[src/verilog/nch_pkg.sv]
// Package: opcodes, address layout and pin timing for the card host controller
package nch_pkg;
   // Opcodes
   localparam logic [7:0] NCH_OP_READ0 = 8'h00;
   localparam logic [7:0] NCH_OP_READ1 = 8'h01;
   localparam logic [7:0] NCH_OP_READ2 = 8'h50;
   localparam logic [7:0] NCH_OP_ID = 8'h90;
   localparam logic [7:0] NCH_OP_STATUS = 8'h70;
   localparam logic [7:0] NCH_OP_RESET = 8'hFF;
   localparam logic [7:0] NCH_OP_SDIN = 8'h80;
   localparam logic [7:0] NCH_OP_PROG = 8'h10;
   localparam logic [7:0] NCH_OP_ERASE1 = 8'h60;
   localparam logic [7:0] NCH_OP_ERASE2 = 8'hD0;
   // Host request codes
   localparam logic [2:0] NCH_REQ_READ = 3'h0;
   localparam logic [2:0] NCH_REQ_PROG = 3'h1;
   localparam logic [2:0] NCH_REQ_ERASE = 3'h2;
   localparam logic [2:0] NCH_REQ_ID = 3'h3;
   localparam logic [2:0] NCH_REQ_STATUS = 3'h4;
   localparam logic [2:0] NCH_REQ_RESET = 3'h5;
   // Page geometry
   localparam int NCH_PAGE_BYTES = 528;
   localparam int NCH_HALF_BYTES = 256;
   localparam logic [9:0] NCH_SPARE_COL = 10'h200;
   // Address: 24 bits, bit 8 chosen by opcode
   localparam int NCH_ADDR_W = 24;
   localparam int NCH_HALF_BIT = 8;
   // Strobe low and high phase, in cycles
   localparam int NCH_STROBE_NS = 40;
   localparam int NCH_CLK_NS = 20;
   localparam logic [3:0] NCH_STROBE_CYC = 4'((NCH_STROBE_NS + NCH_CLK_NS - 1) / NCH_CLK_NS);
   // Index of last address cycle
   localparam logic [1:0] NCH_ADDR_LAST = 2'h2;
   localparam logic [1:0] NCH_ROW_FIRST = 2'h1;
   // One-hot states
   typedef enum logic [8:0] {
      NCH_IDLE = 9'h001,
      NCH_CMD = 9'h002,
      NCH_ADDR = 9'h004,
      NCH_WAITRB = 9'h008,
      NCH_DOUT = 9'h010,
      NCH_DIN = 9'h020,
      NCH_CMD2 = 9'h040,
      NCH_BUSY = 9'h080,
      NCH_DONE = 9'h100
   } nch_state_e;
endpackage

[src/verilog/nch_host.sv]
// Host controller that drives the card's command, address and data pins
`timescale 1ns/100ps
`default_nettype none
module nch_host
   import nch_pkg::*;
(
   input wire logic clk, // 50 MHz clock
   input wire logic rst, // Async reset, active high
   input wire logic req_valid, // Start an operation
   output logic req_ready, // Controller idle
   input wire logic [2:0] req_op, // Operation code
   input wire logic [23:0] req_addr, // Byte address, bit 8 = half
   input wire logic wp_enable, // Permit program and erase
   input wire logic [7:0] wr_data, // Byte to program
   input wire logic wr_valid, // Program byte offered
   output logic wr_ready, // Program byte taken
   output logic [7:0] rd_data, // Byte read from card
   output logic rd_valid, // One-cycle read strobe
   output logic done, // One-cycle completion pulse
   output logic [7:0] bus_out, // Shared bus output
   output logic bus_oe, // Shared bus drive enable
   input wire logic [7:0] bus_in, // Shared bus input
   output logic cmd_latch, // Command latch strobe
   output logic addr_latch, // Address latch strobe
   output logic chip_sel_n, // Chip select, active low
   output logic write_strobe_n, // Write strobe, active low
   output logic read_strobe_n, // Read strobe, active low
   output logic write_prot_n, // Write protect, active low
   input wire logic ready_busy // Ready/busy pin, low = busy
);
   nch_state_e state_reg;
   logic [2:0] op_reg;
   logic [23:0] addr_reg;
   logic [7:0] cmd_reg;
   logic [1:0] acyc_reg;
   logic [9:0] cnt_reg;
   logic [3:0] ph_reg;
   logic half_reg;
   logic lowph, step, is_erase;
   logic rb_seen_reg;

   // Strobe phases: low half then high half
   assign lowph = (ph_reg < NCH_STROBE_CYC);
   assign step = (ph_reg == 4'(2 * NCH_STROBE_CYC - 1));
   assign is_erase = (op_reg == NCH_REQ_ERASE);
   assign req_ready = (state_reg == NCH_IDLE);
   assign wr_ready = (state_reg == NCH_DIN) && step && wr_valid;

   // Phase counter for each bus cycle; data stalls clear it to zero
   always_ff @(posedge clk or posedge rst) begin
      if (rst) begin
         ph_reg <= 4'h0;
      end else if (state_reg == NCH_IDLE || state_reg == NCH_WAITRB || state_reg == NCH_BUSY
                   || state_reg == NCH_DONE || step || (state_reg == NCH_DIN && !wr_valid)) begin
         ph_reg <= 4'h0;
      end else begin
         ph_reg <= ph_reg + 4'h1;
      end
   end

   // Opcode choice per request
   function automatic logic [7:0] first_op(input logic [2:0] op, input logic [23:0] a);
      case (op)
         NCH_REQ_READ: first_op = a[NCH_HALF_BIT] ? NCH_OP_READ1 : NCH_OP_READ0;
         NCH_REQ_PROG: first_op = NCH_OP_SDIN;
         NCH_REQ_ERASE: first_op = NCH_OP_ERASE1;
         NCH_REQ_ID: first_op = NCH_OP_ID;
         NCH_REQ_STATUS: first_op = NCH_OP_STATUS;
         default: first_op = NCH_OP_RESET;
      endcase
   endfunction

   // Main sequencer
   always_ff @(posedge clk or posedge rst) begin
      if (rst) begin
         state_reg <= NCH_IDLE;
         op_reg <= 3'h0;
         addr_reg <= 24'h000000;
         cmd_reg <= 8'h00;
         acyc_reg <= 2'h0;
         cnt_reg <= 10'h000;
         half_reg <= 1'b0;
         rb_seen_reg <= 1'b0;
      end else begin
         case (state_reg)
            NCH_IDLE: begin
               // Only reset and status may start while card busy
               if (req_valid && (ready_busy || req_op == NCH_REQ_STATUS
                                 || req_op == NCH_REQ_RESET)) begin
                  op_reg <= req_op;
                  addr_reg <= req_addr;
                  cmd_reg <= first_op(req_op, req_addr);
                  half_reg <= req_addr[NCH_HALF_BIT];
                  acyc_reg <= (req_op == NCH_REQ_ERASE) ? NCH_ROW_FIRST : 2'h0;
                  state_reg <= NCH_CMD;
               end
            end
            NCH_CMD: if (step) begin
               case (op_reg)
                  NCH_REQ_READ, NCH_REQ_PROG, NCH_REQ_ERASE, NCH_REQ_ID:
                     state_reg <= NCH_ADDR;
                  NCH_REQ_STATUS: begin
                     cnt_reg <= 10'h3FF;
                     state_reg <= NCH_DOUT;
                  end
                  default: begin
                     rb_seen_reg <= 1'b0;
                     state_reg <= NCH_BUSY;
                  end
               endcase
            end
            NCH_ADDR: if (step) begin
               if (acyc_reg == NCH_ADDR_LAST || op_reg == NCH_REQ_ID) begin
                  acyc_reg <= 2'h0;
                  case (op_reg)
                     NCH_REQ_READ: begin
                        rb_seen_reg <= 1'b0;
                        state_reg <= NCH_WAITRB;
                     end
                     NCH_REQ_PROG: begin
                        cnt_reg <= 10'h000;
                        state_reg <= NCH_DIN;
                     end
                     NCH_REQ_ERASE: begin
                        cmd_reg <= NCH_OP_ERASE2;
                        state_reg <= NCH_CMD2;
                     end
                     default: begin
                        cnt_reg <= 10'h002;
                        state_reg <= NCH_DOUT;
                     end
                  endcase
               end else begin
                  acyc_reg <= acyc_reg + 2'h1;
               end
            end
            NCH_WAITRB: begin
               // Wait for busy to assert then release
               if (!ready_busy) begin
                  rb_seen_reg <= 1'b1;
               end else if (rb_seen_reg) begin
                  cnt_reg <= half_reg ? 10'(NCH_PAGE_BYTES - NCH_HALF_BYTES)
                                      : 10'(NCH_PAGE_BYTES);
                  state_reg <= NCH_DOUT;
               end
            end
            NCH_DOUT: if (step) begin
               if (cnt_reg == 10'h3FF || cnt_reg == 10'h001) begin
                  state_reg <= NCH_DONE;
               end else begin
                  cnt_reg <= cnt_reg - 10'h1;
               end
            end
            NCH_DIN: if (step && wr_valid) begin
               if (cnt_reg == 10'(NCH_PAGE_BYTES - 1)) begin
                  cmd_reg <= NCH_OP_PROG;
                  state_reg <= NCH_CMD2;
               end else begin
                  cnt_reg <= cnt_reg + 10'h1;
               end
            end
            NCH_CMD2: if (step) begin
               rb_seen_reg <= 1'b0;
               state_reg <= NCH_BUSY;
            end
            NCH_BUSY: begin
               // Card runs the operation itself; wait on the pin
               if (!ready_busy) begin
                  rb_seen_reg <= 1'b1;
               end else if (rb_seen_reg) begin
                  state_reg <= NCH_DONE;
               end
            end
            NCH_DONE: state_reg <= NCH_IDLE;
            default: state_reg <= NCH_IDLE;
         endcase
      end
   end

   // Address byte selection
   logic [7:0] addr_byte;
   always_comb begin
      case (acyc_reg)
         2'h0: addr_byte = addr_reg[7:0];
         2'h1: addr_byte = addr_reg[16:9];
         default: addr_byte = {1'b0, addr_reg[23:17]};
      endcase
   end

   // Pin outputs registered so strobes are glitch free
   always_ff @(posedge clk or posedge rst) begin
      if (rst) begin
         bus_out <= 8'h00;
         bus_oe <= 1'b0;
         cmd_latch <= 1'b0;
         addr_latch <= 1'b0;
         write_strobe_n <= 1'b1;
         read_strobe_n <= 1'b1;
         chip_sel_n <= 1'b1;
      end else begin
         bus_oe <= (state_reg == NCH_CMD || state_reg == NCH_CMD2
                    || state_reg == NCH_ADDR || (state_reg == NCH_DIN && wr_valid));
         cmd_latch <= (state_reg == NCH_CMD || state_reg == NCH_CMD2);
         addr_latch <= (state_reg == NCH_ADDR);
         bus_out <= (state_reg == NCH_ADDR) ? addr_byte
                  : (state_reg == NCH_DIN) ? wr_data : cmd_reg;
         write_strobe_n <= !((state_reg == NCH_CMD || state_reg == NCH_CMD2
                    || state_reg == NCH_ADDR || (state_reg == NCH_DIN && wr_valid))
                    && lowph && !step);
         read_strobe_n <= !(state_reg == NCH_DOUT && lowph);
         // Release chip select when idle; read ends in standby
         chip_sel_n <= (state_reg == NCH_IDLE || state_reg == NCH_DONE);
      end
   end

   // Data capture at end of read strobe low phase
   always_ff @(posedge clk or posedge rst) begin
      if (rst) begin
         rd_data <= 8'h00;
         rd_valid <= 1'b0;
      end else begin
         rd_valid <= (state_reg == NCH_DOUT) && (ph_reg == 4'(NCH_STROBE_CYC - 1));
         if ((state_reg == NCH_DOUT) && (ph_reg == 4'(NCH_STROBE_CYC - 1))) begin
            rd_data <= bus_in;
         end
      end
   end

   // Write protect lifted only for an allowed program or erase
   always_ff @(posedge clk or posedge rst) begin
      if (rst) begin
         write_prot_n <= 1'b0;
         done <= 1'b0;
      end else begin
         write_prot_n <= wp_enable && (op_reg == NCH_REQ_PROG || is_erase)
                         && state_reg != NCH_IDLE;
         done <= (state_reg == NCH_DONE);
      end
   end

   // Checks
   erase_order_a: assert property (@(posedge clk) disable iff (rst)
      (state_reg == NCH_CMD2 && is_erase) |-> cmd_reg == NCH_OP_ERASE2)
      else $error("erase confirm opcode wrong");
   busy_gate_a: assert property (@(posedge clk) disable iff (rst)
      ($rose(state_reg == NCH_CMD) && !$past(ready_busy)) |->
      (op_reg == NCH_REQ_STATUS || op_reg == NCH_REQ_RESET))
      else $error("opcode issued while busy");
   latch_excl_a: assert property (@(posedge clk) disable iff (rst)
      !(cmd_latch && addr_latch))
      else $error("both latch strobes high");
   strobe_cs_a: assert property (@(posedge clk) disable iff (rst)
      !write_strobe_n |-> (!chip_sel_n && bus_oe))
      else $error("write strobe without select");
   half_op_a: assert property (@(posedge clk) disable iff (rst)
      (state_reg == NCH_CMD && op_reg == NCH_REQ_READ) |->
      cmd_reg == (half_reg ? NCH_OP_READ1 : NCH_OP_READ0))
      else $error("half opcode mismatch");
   addr_pad_a: assert property (@(posedge clk) disable iff (rst)
      (addr_latch && !write_strobe_n && acyc_reg == NCH_ADDR_LAST) |-> !bus_out[7])
      else $error("third address byte bit 7 set");
   rd_excl_a: assert property (@(posedge clk) disable iff (rst)
      !(read_strobe_n == 1'b0 && bus_oe))
      else $error("bus driven during read");
   wp_hold_a: assert property (@(posedge clk) disable iff (rst)
      (!wp_enable ##1 !wp_enable) |-> !write_prot_n)
      else $error("write protect released");
   cover_read_c: cover property (@(posedge clk) disable iff (rst)
      state_reg == NCH_DONE && op_reg == NCH_REQ_READ);
   cover_prog_c: cover property (@(posedge clk) disable iff (rst)
      state_reg == NCH_DONE && op_reg == NCH_REQ_PROG);
   cover_erase_c: cover property (@(posedge clk) disable iff (rst)
      state_reg == NCH_DONE && is_erase);
endmodule
`default_nettype wire

[config.mk]
export PLATFORM = sky130hd
export DESIGN_NAME = nch_host
export DESIGN_NICKNAME = d
export VERILOG_FILES = /design/src/verilog/nch_pkg.sv /design/src/verilog/nch_host.sv
export SDC_FILE = /design/constraint.sdc
export NUM_CORES = 1
export LEC_CHECK = 0
export ABC_CLOCK_PERIOD_IN_PS = 4200
export BUFFER_PORTS_ARGS = -buffer_cell sky130_fd_sc_hd__buf_2
export CAP_MARGIN = 20
export CORE_MARGIN = 4
export CORE_UTILIZATION = 60
export DETAILED_ROUTE_END_ITERATION = 6
export PLACE_DENSITY = 0.85
export SYNTH_ARGS = -nofsm -noshare
export SYNTH_HDL_FRONTEND = slang
export SYNTH_SLANG_ARGS = --single-unit
[constraint.sdc]
create_clock -name clk -period 4.2 [get_ports clk]
set_input_delay 0.42 -clock clk [delete_from_list [all_inputs] [get_ports clk]]
set_output_delay 0.42 -clock clk [all_outputs]
set_load 0.05 [all_outputs]
==> Yosys cells after proc, flatten, opt, wreduce, memory -nomap -nowiden <==
Cells that the tools add are included.
{ "totals": {"inputBits": 49, "ff_bits": 87, "output_inout_bits": 27, "wordCells": 174} }
{ "classes": {"n_addsub": 4, "n_eq_ne": 47, "n_mux": 55, "reduce_logical": 47, "order_cmp": 1} }
{ "op_table": {"columns": ["operator", "n"], "rows": [
  ["9-bit 2-to-1 mux", 13],
  ["10-bit 2-to-1 mux", 11],
  ["9-bit case mux with 8 select lines", 1],
  ["8-bit 2-to-1 mux", 8],
  ["10-bit case mux with 5 select lines", 1],
  ["8-bit case mux with 5 select lines", 1],
  ["2-bit inequality test, second input constant", 18],
  ["8-bit case mux with 2 select lines", 2],
  ["8-bit case mux with 3 select lines", 1],
  ["7-bit case mux with 3 select lines", 1],
  ["10-bit == test, second input constant", 2],
  ["10-bit case mux with 2 select lines", 1],
  ["1-bit logical OR", 14],
  ["13-bit AND reduction", 1],
  ["3-bit by 2-bit == test with 1-bit output, second input constant", 4],
  ["1-bit logical AND", 12],
  ["12-bit AND reduction", 1],
  ["10-bit by 1-bit adder with 10-bit output, second input constant", 1],
  ["10-bit by 1-bit == test with 1-bit output, second input constant", 1],
  ["10-bit by 1-bit subtractor with 10-bit output, second input constant", 1],
  ["3-bit == test, second input constant", 3],
  ["9-bit by 1-bit == test with 1-bit output, second input constant", 1],
  ["9-bit by 2-bit == test with 1-bit output, second input constant", 1],
  ["9-bit by 3-bit == test with 1-bit output, second input constant", 1],
  ["35 further kinds", 53]
]} }

==> Longest topological paths before layout <==
{ "logic_depth": {"word_depth": 7, "ltp_mapped": 10, "ltp_nobuf": 8} }

==> Least setup slack after synthesis <==
Ideal clock, no wire load.
{ "synth_timing": {"path_type": "reg-to-reg", "startpoint": "reg ph_reg[0]", "endpoint": "reg cmd_reg[0]", "stages_incl_launch_ff": 8, "setup_ns": 0.125, "t_required_ns": 4.075, "arrival_ns": 2.412, "period_less_slack_ns": 2.537, "path_slack_ns": 1.663, "n_path_buf": 0, "path_cell_list": "dfrtp_1 -> ha_1 -> nor3b_2 -> nand2_1 -> or4_1 -> a21boi_1 -> o221ai_1 -> mux2_2"} }
{ "synth_between": {"elab_chain_cells": 4, "elab_cells_between_ends": 5, "cone_classes": "eq/ne: 3; reduce/logical: 2"} }
{ "synth_rtl": {"columns": ["item", "line_no", "text"], "rows": [
  ["start: declaration", "nch_host.sv:37", "logic [3:0] ph_reg;"],
  ["start signal: assignment", "nch_host.sv:57", "ph_reg <= ph_reg + 4'h1;"],
  ["4-bit by 2-bit == test with 1-bit output (*)", "nch_host.sv:44", "assign step = (ph_reg == 4'(2 * NCH_STROBE_CYC - 1));"],
  ["1-bit logical AND", "nch_host.sv:154", "NCH_DIN: if (step && wr_valid) begin"],
  ["2-bit inequality test (no line)", null, null],
  ["7-bit AND reduction (no line) (*)", null, null],
  ["end signal: assignment", "nch_host.sv:92", "cmd_reg <= first_op(req_op, req_addr);"],
  ["end: declaration", "nch_host.sv:34", "logic [7:0] cmd_reg;"]
]} }
Mark *: on every way between the ends. The rest lies on a longest branch, timed or not.
A chain may end at the register's enable or synchronous reset.

==> Worst setup path in the final report <==
Ends and elaborated chain as after synthesis.

==> flow_metrics.py <==
metrics = {
    "die": {
        "die_area_um2": 8821,
        "ioPinCount": 76,
        "core_um2": 7214,
        "start_util_pct": 61.39,
        "die_h_um": 93.92,
        "fp-row-count": 31,
        "die_w_um": 93.92,
    },
    "logic_synthesis": {
        "ys_warn_count": 0,
        "seq_area_frac_synth_pct": 47.57,
        "synth_cell_types": 60,
        "synth_nets": 484,
        "synthesis.instances": 427,
        "synthArstFlopShare_pct": 100.0,
        "ys_seq_elements": 84,
        "synth_edf_count": 0,
        "avgSynthCellArea_um2": 10.37,
        "syn_area_um2": 4429,
        "synth-main-ff-cell": "dfrtp_1",
    },
    "sta": {
        "rsz0062_at_grt": "false",
        "slew_violations": 0,
        "fin_worst_skew_ns": 0.01724,
        "worst_pin_slew_ns": 0.8331,
        "setup_violations": 0,
        "setup-tns-final_ns": 0,
        "finalHoldViolCount": 0,
        "relSlewSlack_pct": 43.95,
        "period_share_pct": 75.54,
        "clock.fmax_mhz": 315.2,
        "fin_crit_ns": 3.173,
    },
    "route": {
        "drc": 0,
        "drtIter0Drc": 394,
        "via_per_inst": 6.379,
        "vias": 3821,
        "firstDrtPassIters": 6,
        "route.final.wire_length_mm": 11.23,
        "wl_per_cell_um": 18.74,
        "ant_nets": 0,
    },
    "clocking": {
        "post_cts.repair.setup_buffers": 0,
        "ctsHoldBuffers": 0,
        "htree_levels": 3,
        "clkTransAtPathRegs_ns": 0.09,
        "cts_resized": 0,
        "cts_sinks": 84,
        "clk_path_buf_depth": 2,
        "clkLatencyLatePin_ns": 0.35,
        "cts_made_buffers": 9,
        "cts_tree": "done",
        "cts_root_buffer": "clkbuf_8",
    },
    "setup_path": {
        "path_cells": "ha_1 -> nor3b_2 -> nand2_1 -> or4_1 -> a21boi_1 -> o221ai_1 -> mux2_2",
        "slowest_stage": "nor3b_2",
        "worst-path-max-fanout": 10,
        "required_ns": 4.44,
        "cpPeakStageDelay_ns": 0.62,
        "path_delay_family": "simple AND/OR/NAND/NOR gates",
        "reg2reg_to": "cmd_reg[0]",
        "critPathLaunchType": "flop",
        "endpoint_kind": "flop",
        "rr_worst_depth": 7,
        "worst-setup-path-type": "reg2reg",
        "rrSetupSlack_ns": 1.03,
        "path_buf_inv": 0,
        "critical_path_arrival_ns": 3.41,
        "rr_startpoint": "ph_reg[0]",
    },
    "cells_and_area": {
        "drive_gt1_share_pct": 31.80,
        "syn2layout_area_growth_pct": 14.52,
        "fin_util_pct": 70.31,
        "largest_register_ffs": 24,
        "layout.nets": 552,
        "n_antenna_cell": 0,
    },
    "global_route": {
        "antenna_found_initial": 0,
        "gr-usage-all-layers_pct": 26.91,
        "grt_overflow": 0,
        "grt_pass1_vias": 3837,
        "grt_pass1_wl_mm": 18.53,
        "grt_start_max_net_pins": 44,
    },
    "placement": {
        "dpl.hpwl_mm": 8.093,
        "io_buffers": 75,
        "gp_congestion": 0.9542,
    },
    "status": {
        "outcome": "finished clean",
    },
    "power_and_ir_drop": {
        "power.density_nw_per_um2": 752.5,
        "leakage_uw": 0.002252,
        "vdd_drop_max_mv": 0.4179,
    },
    "run": {
        "drv_cap": 0,
    },
    "worst_hold_path": {
        "hold_path_class": "in2async",
    },
}
[cells in the mapped netlist (4+ instances only)]
| cell | count | area share, % |
|---|---|---|
| a211oi_1 | 8 | 1.4 |
| a21oi_1 | 11 | 1.2 |
| a22o_1 | 9 | 1.8 |
| a31oi_1 | 13 | 1.8 |
| and3_1 | 5 | 0.71 |
| buf_1 | 5 | 0.42 |
| clkbuf_1 | 15 | 1.3 |
| dfrtp_1 | 80 | 45 |
| dfstp_2 | 4 | 2.4 |
| ha_1 | 8 | 2.3 |
| inv_1 | 13 | 1.1 |
| mux2_2 | 49 | 12 |
| nand2_1 | 41 | 3.5 |
| nand3_1 | 14 | 1.6 |
| nand4_1 | 5 | 0.71 |
| nor2_1 | 27 | 2.3 |
| nor2b_1 | 6 | 0.85 |
| nor3_1 | 9 | 1.0 |
| nor4_1 | 4 | 0.56 |
| o211ai_1 | 6 | 1.0 |
| o21ai_0 | 16 | 1.8 |
| o221ai_1 | 5 | 0.99 |
| o22ai_1 | 4 | 0.56 |
| o31ai_1 | 5 | 0.85 |
| or4_1 | 4 | 0.68 |
| xnor2_1 | 7 | 1.4 |
[cell usage in the layout, fill, tap and decap left out, types with 5 or more instances in the layout]
cell type,netlist,layout
inv_1,13,12
buf_4,0,7
nand4_1,5,5
a31oi_1,13,13
and3_1,5,5
nand2_1,41,41
o211ai_1,6,6
a211oi_1,8,8
xnor2_1,7,7
buf_2,3,75
mux2_2,49,49
nand3_1,14,14
a21oi_1,11,11
nor2_1,27,26
clkbuf_8,0,10
a22o_1,9,9
o31ai_1,5,5
dfrtp_1,80,80
nor3_1,9,9
nor2b_1,6,6
ha_1,8,8
o21ai_0,16,16
o221ai_1,5,5
[power by group]
group | switching (uW) | leakage (uW) | internal, uW
clock network | 303 | 0.0000959 | 293
registers | 291 | 0.00100 | 1140
logic | 1090 | 0.00115 | 695
[worst max-delay path by stage]
stage          startpoint  cells past startpoint     endpoint  slack [ns]
3_3_place_gp    ph_reg[0]                      7   cmd_reg[0]        1.25
6_report        ph_reg[0]                      7   cmd_reg[0]        1.03
5_1_grt         ph_reg[0]                      7   cmd_reg[4]        0.76
4_1_cts         ph_reg[0]                      7   cmd_reg[0]        1.09
3_5_place_dp    ph_reg[0]                      7   cmd_reg[3]        1.12
2_1_floorplan         rst                      1  acyc_reg[0]        1.62
[cell type report]
| type | count | area (um^2) |
|---|---|---|
| tap | 99 | 123.9 |
| fill | 555 | 2142 |
| timing repair buffer | 82 | 427.9 |
| clock buffer | 11 | 141.4 |
| inverter | 13 | 50.05 |
| clock inverter | 5 | 58.81 |
| multi-input combinational | 305 | 2163 |
| sequential | 84 | 2107 |
[per-layer routing]
layer / wire length (um) / GRT usage (%) / vias up
met4: 338 / 11.55 / 0
met2: 5572 / 43.76 / 210
met3: 789 / 4.247 / 32
li1: - / - / 1706
met1: 4524 / 35.79 / 1873
met5: 0 / 0 / -
[logic make-up after synthesis]
| kind of cell | count (synthesis) | synth area share (%) |
|---|---|---|
| AND/OR/NAND/NOR | 138 | 16.10 |
| AO/OA/AOI/OAI | 99 | 15.74 |
| flip-flops | 84 | 47.57 |
| multiplexers | 51 | 12.91 |
| buffers and inverters | 38 | 3.644 |
| XOR/XNOR | 9 | 1.780 |
| adder cells (fa/ha/maj) | 8 | 2.260 |
[per-stage QoR]
stage	setup WS, ns	total power (uW)	cells	hold WS [ns]	area [um^2]
after floorplan	1.621	2777	427	0.4608	4429
after global placement	1.255	3154	583	0.4786	4872
after detailed placement	1.120	3211	583	0.4885	4872
after CTS	1.089	3805	599	0.1975	5072
after global routing	0.7610	4048	599	0.2299	5072
final	1.027	3817	599	0.1722	5072
(Power assumes the default switching activity.)
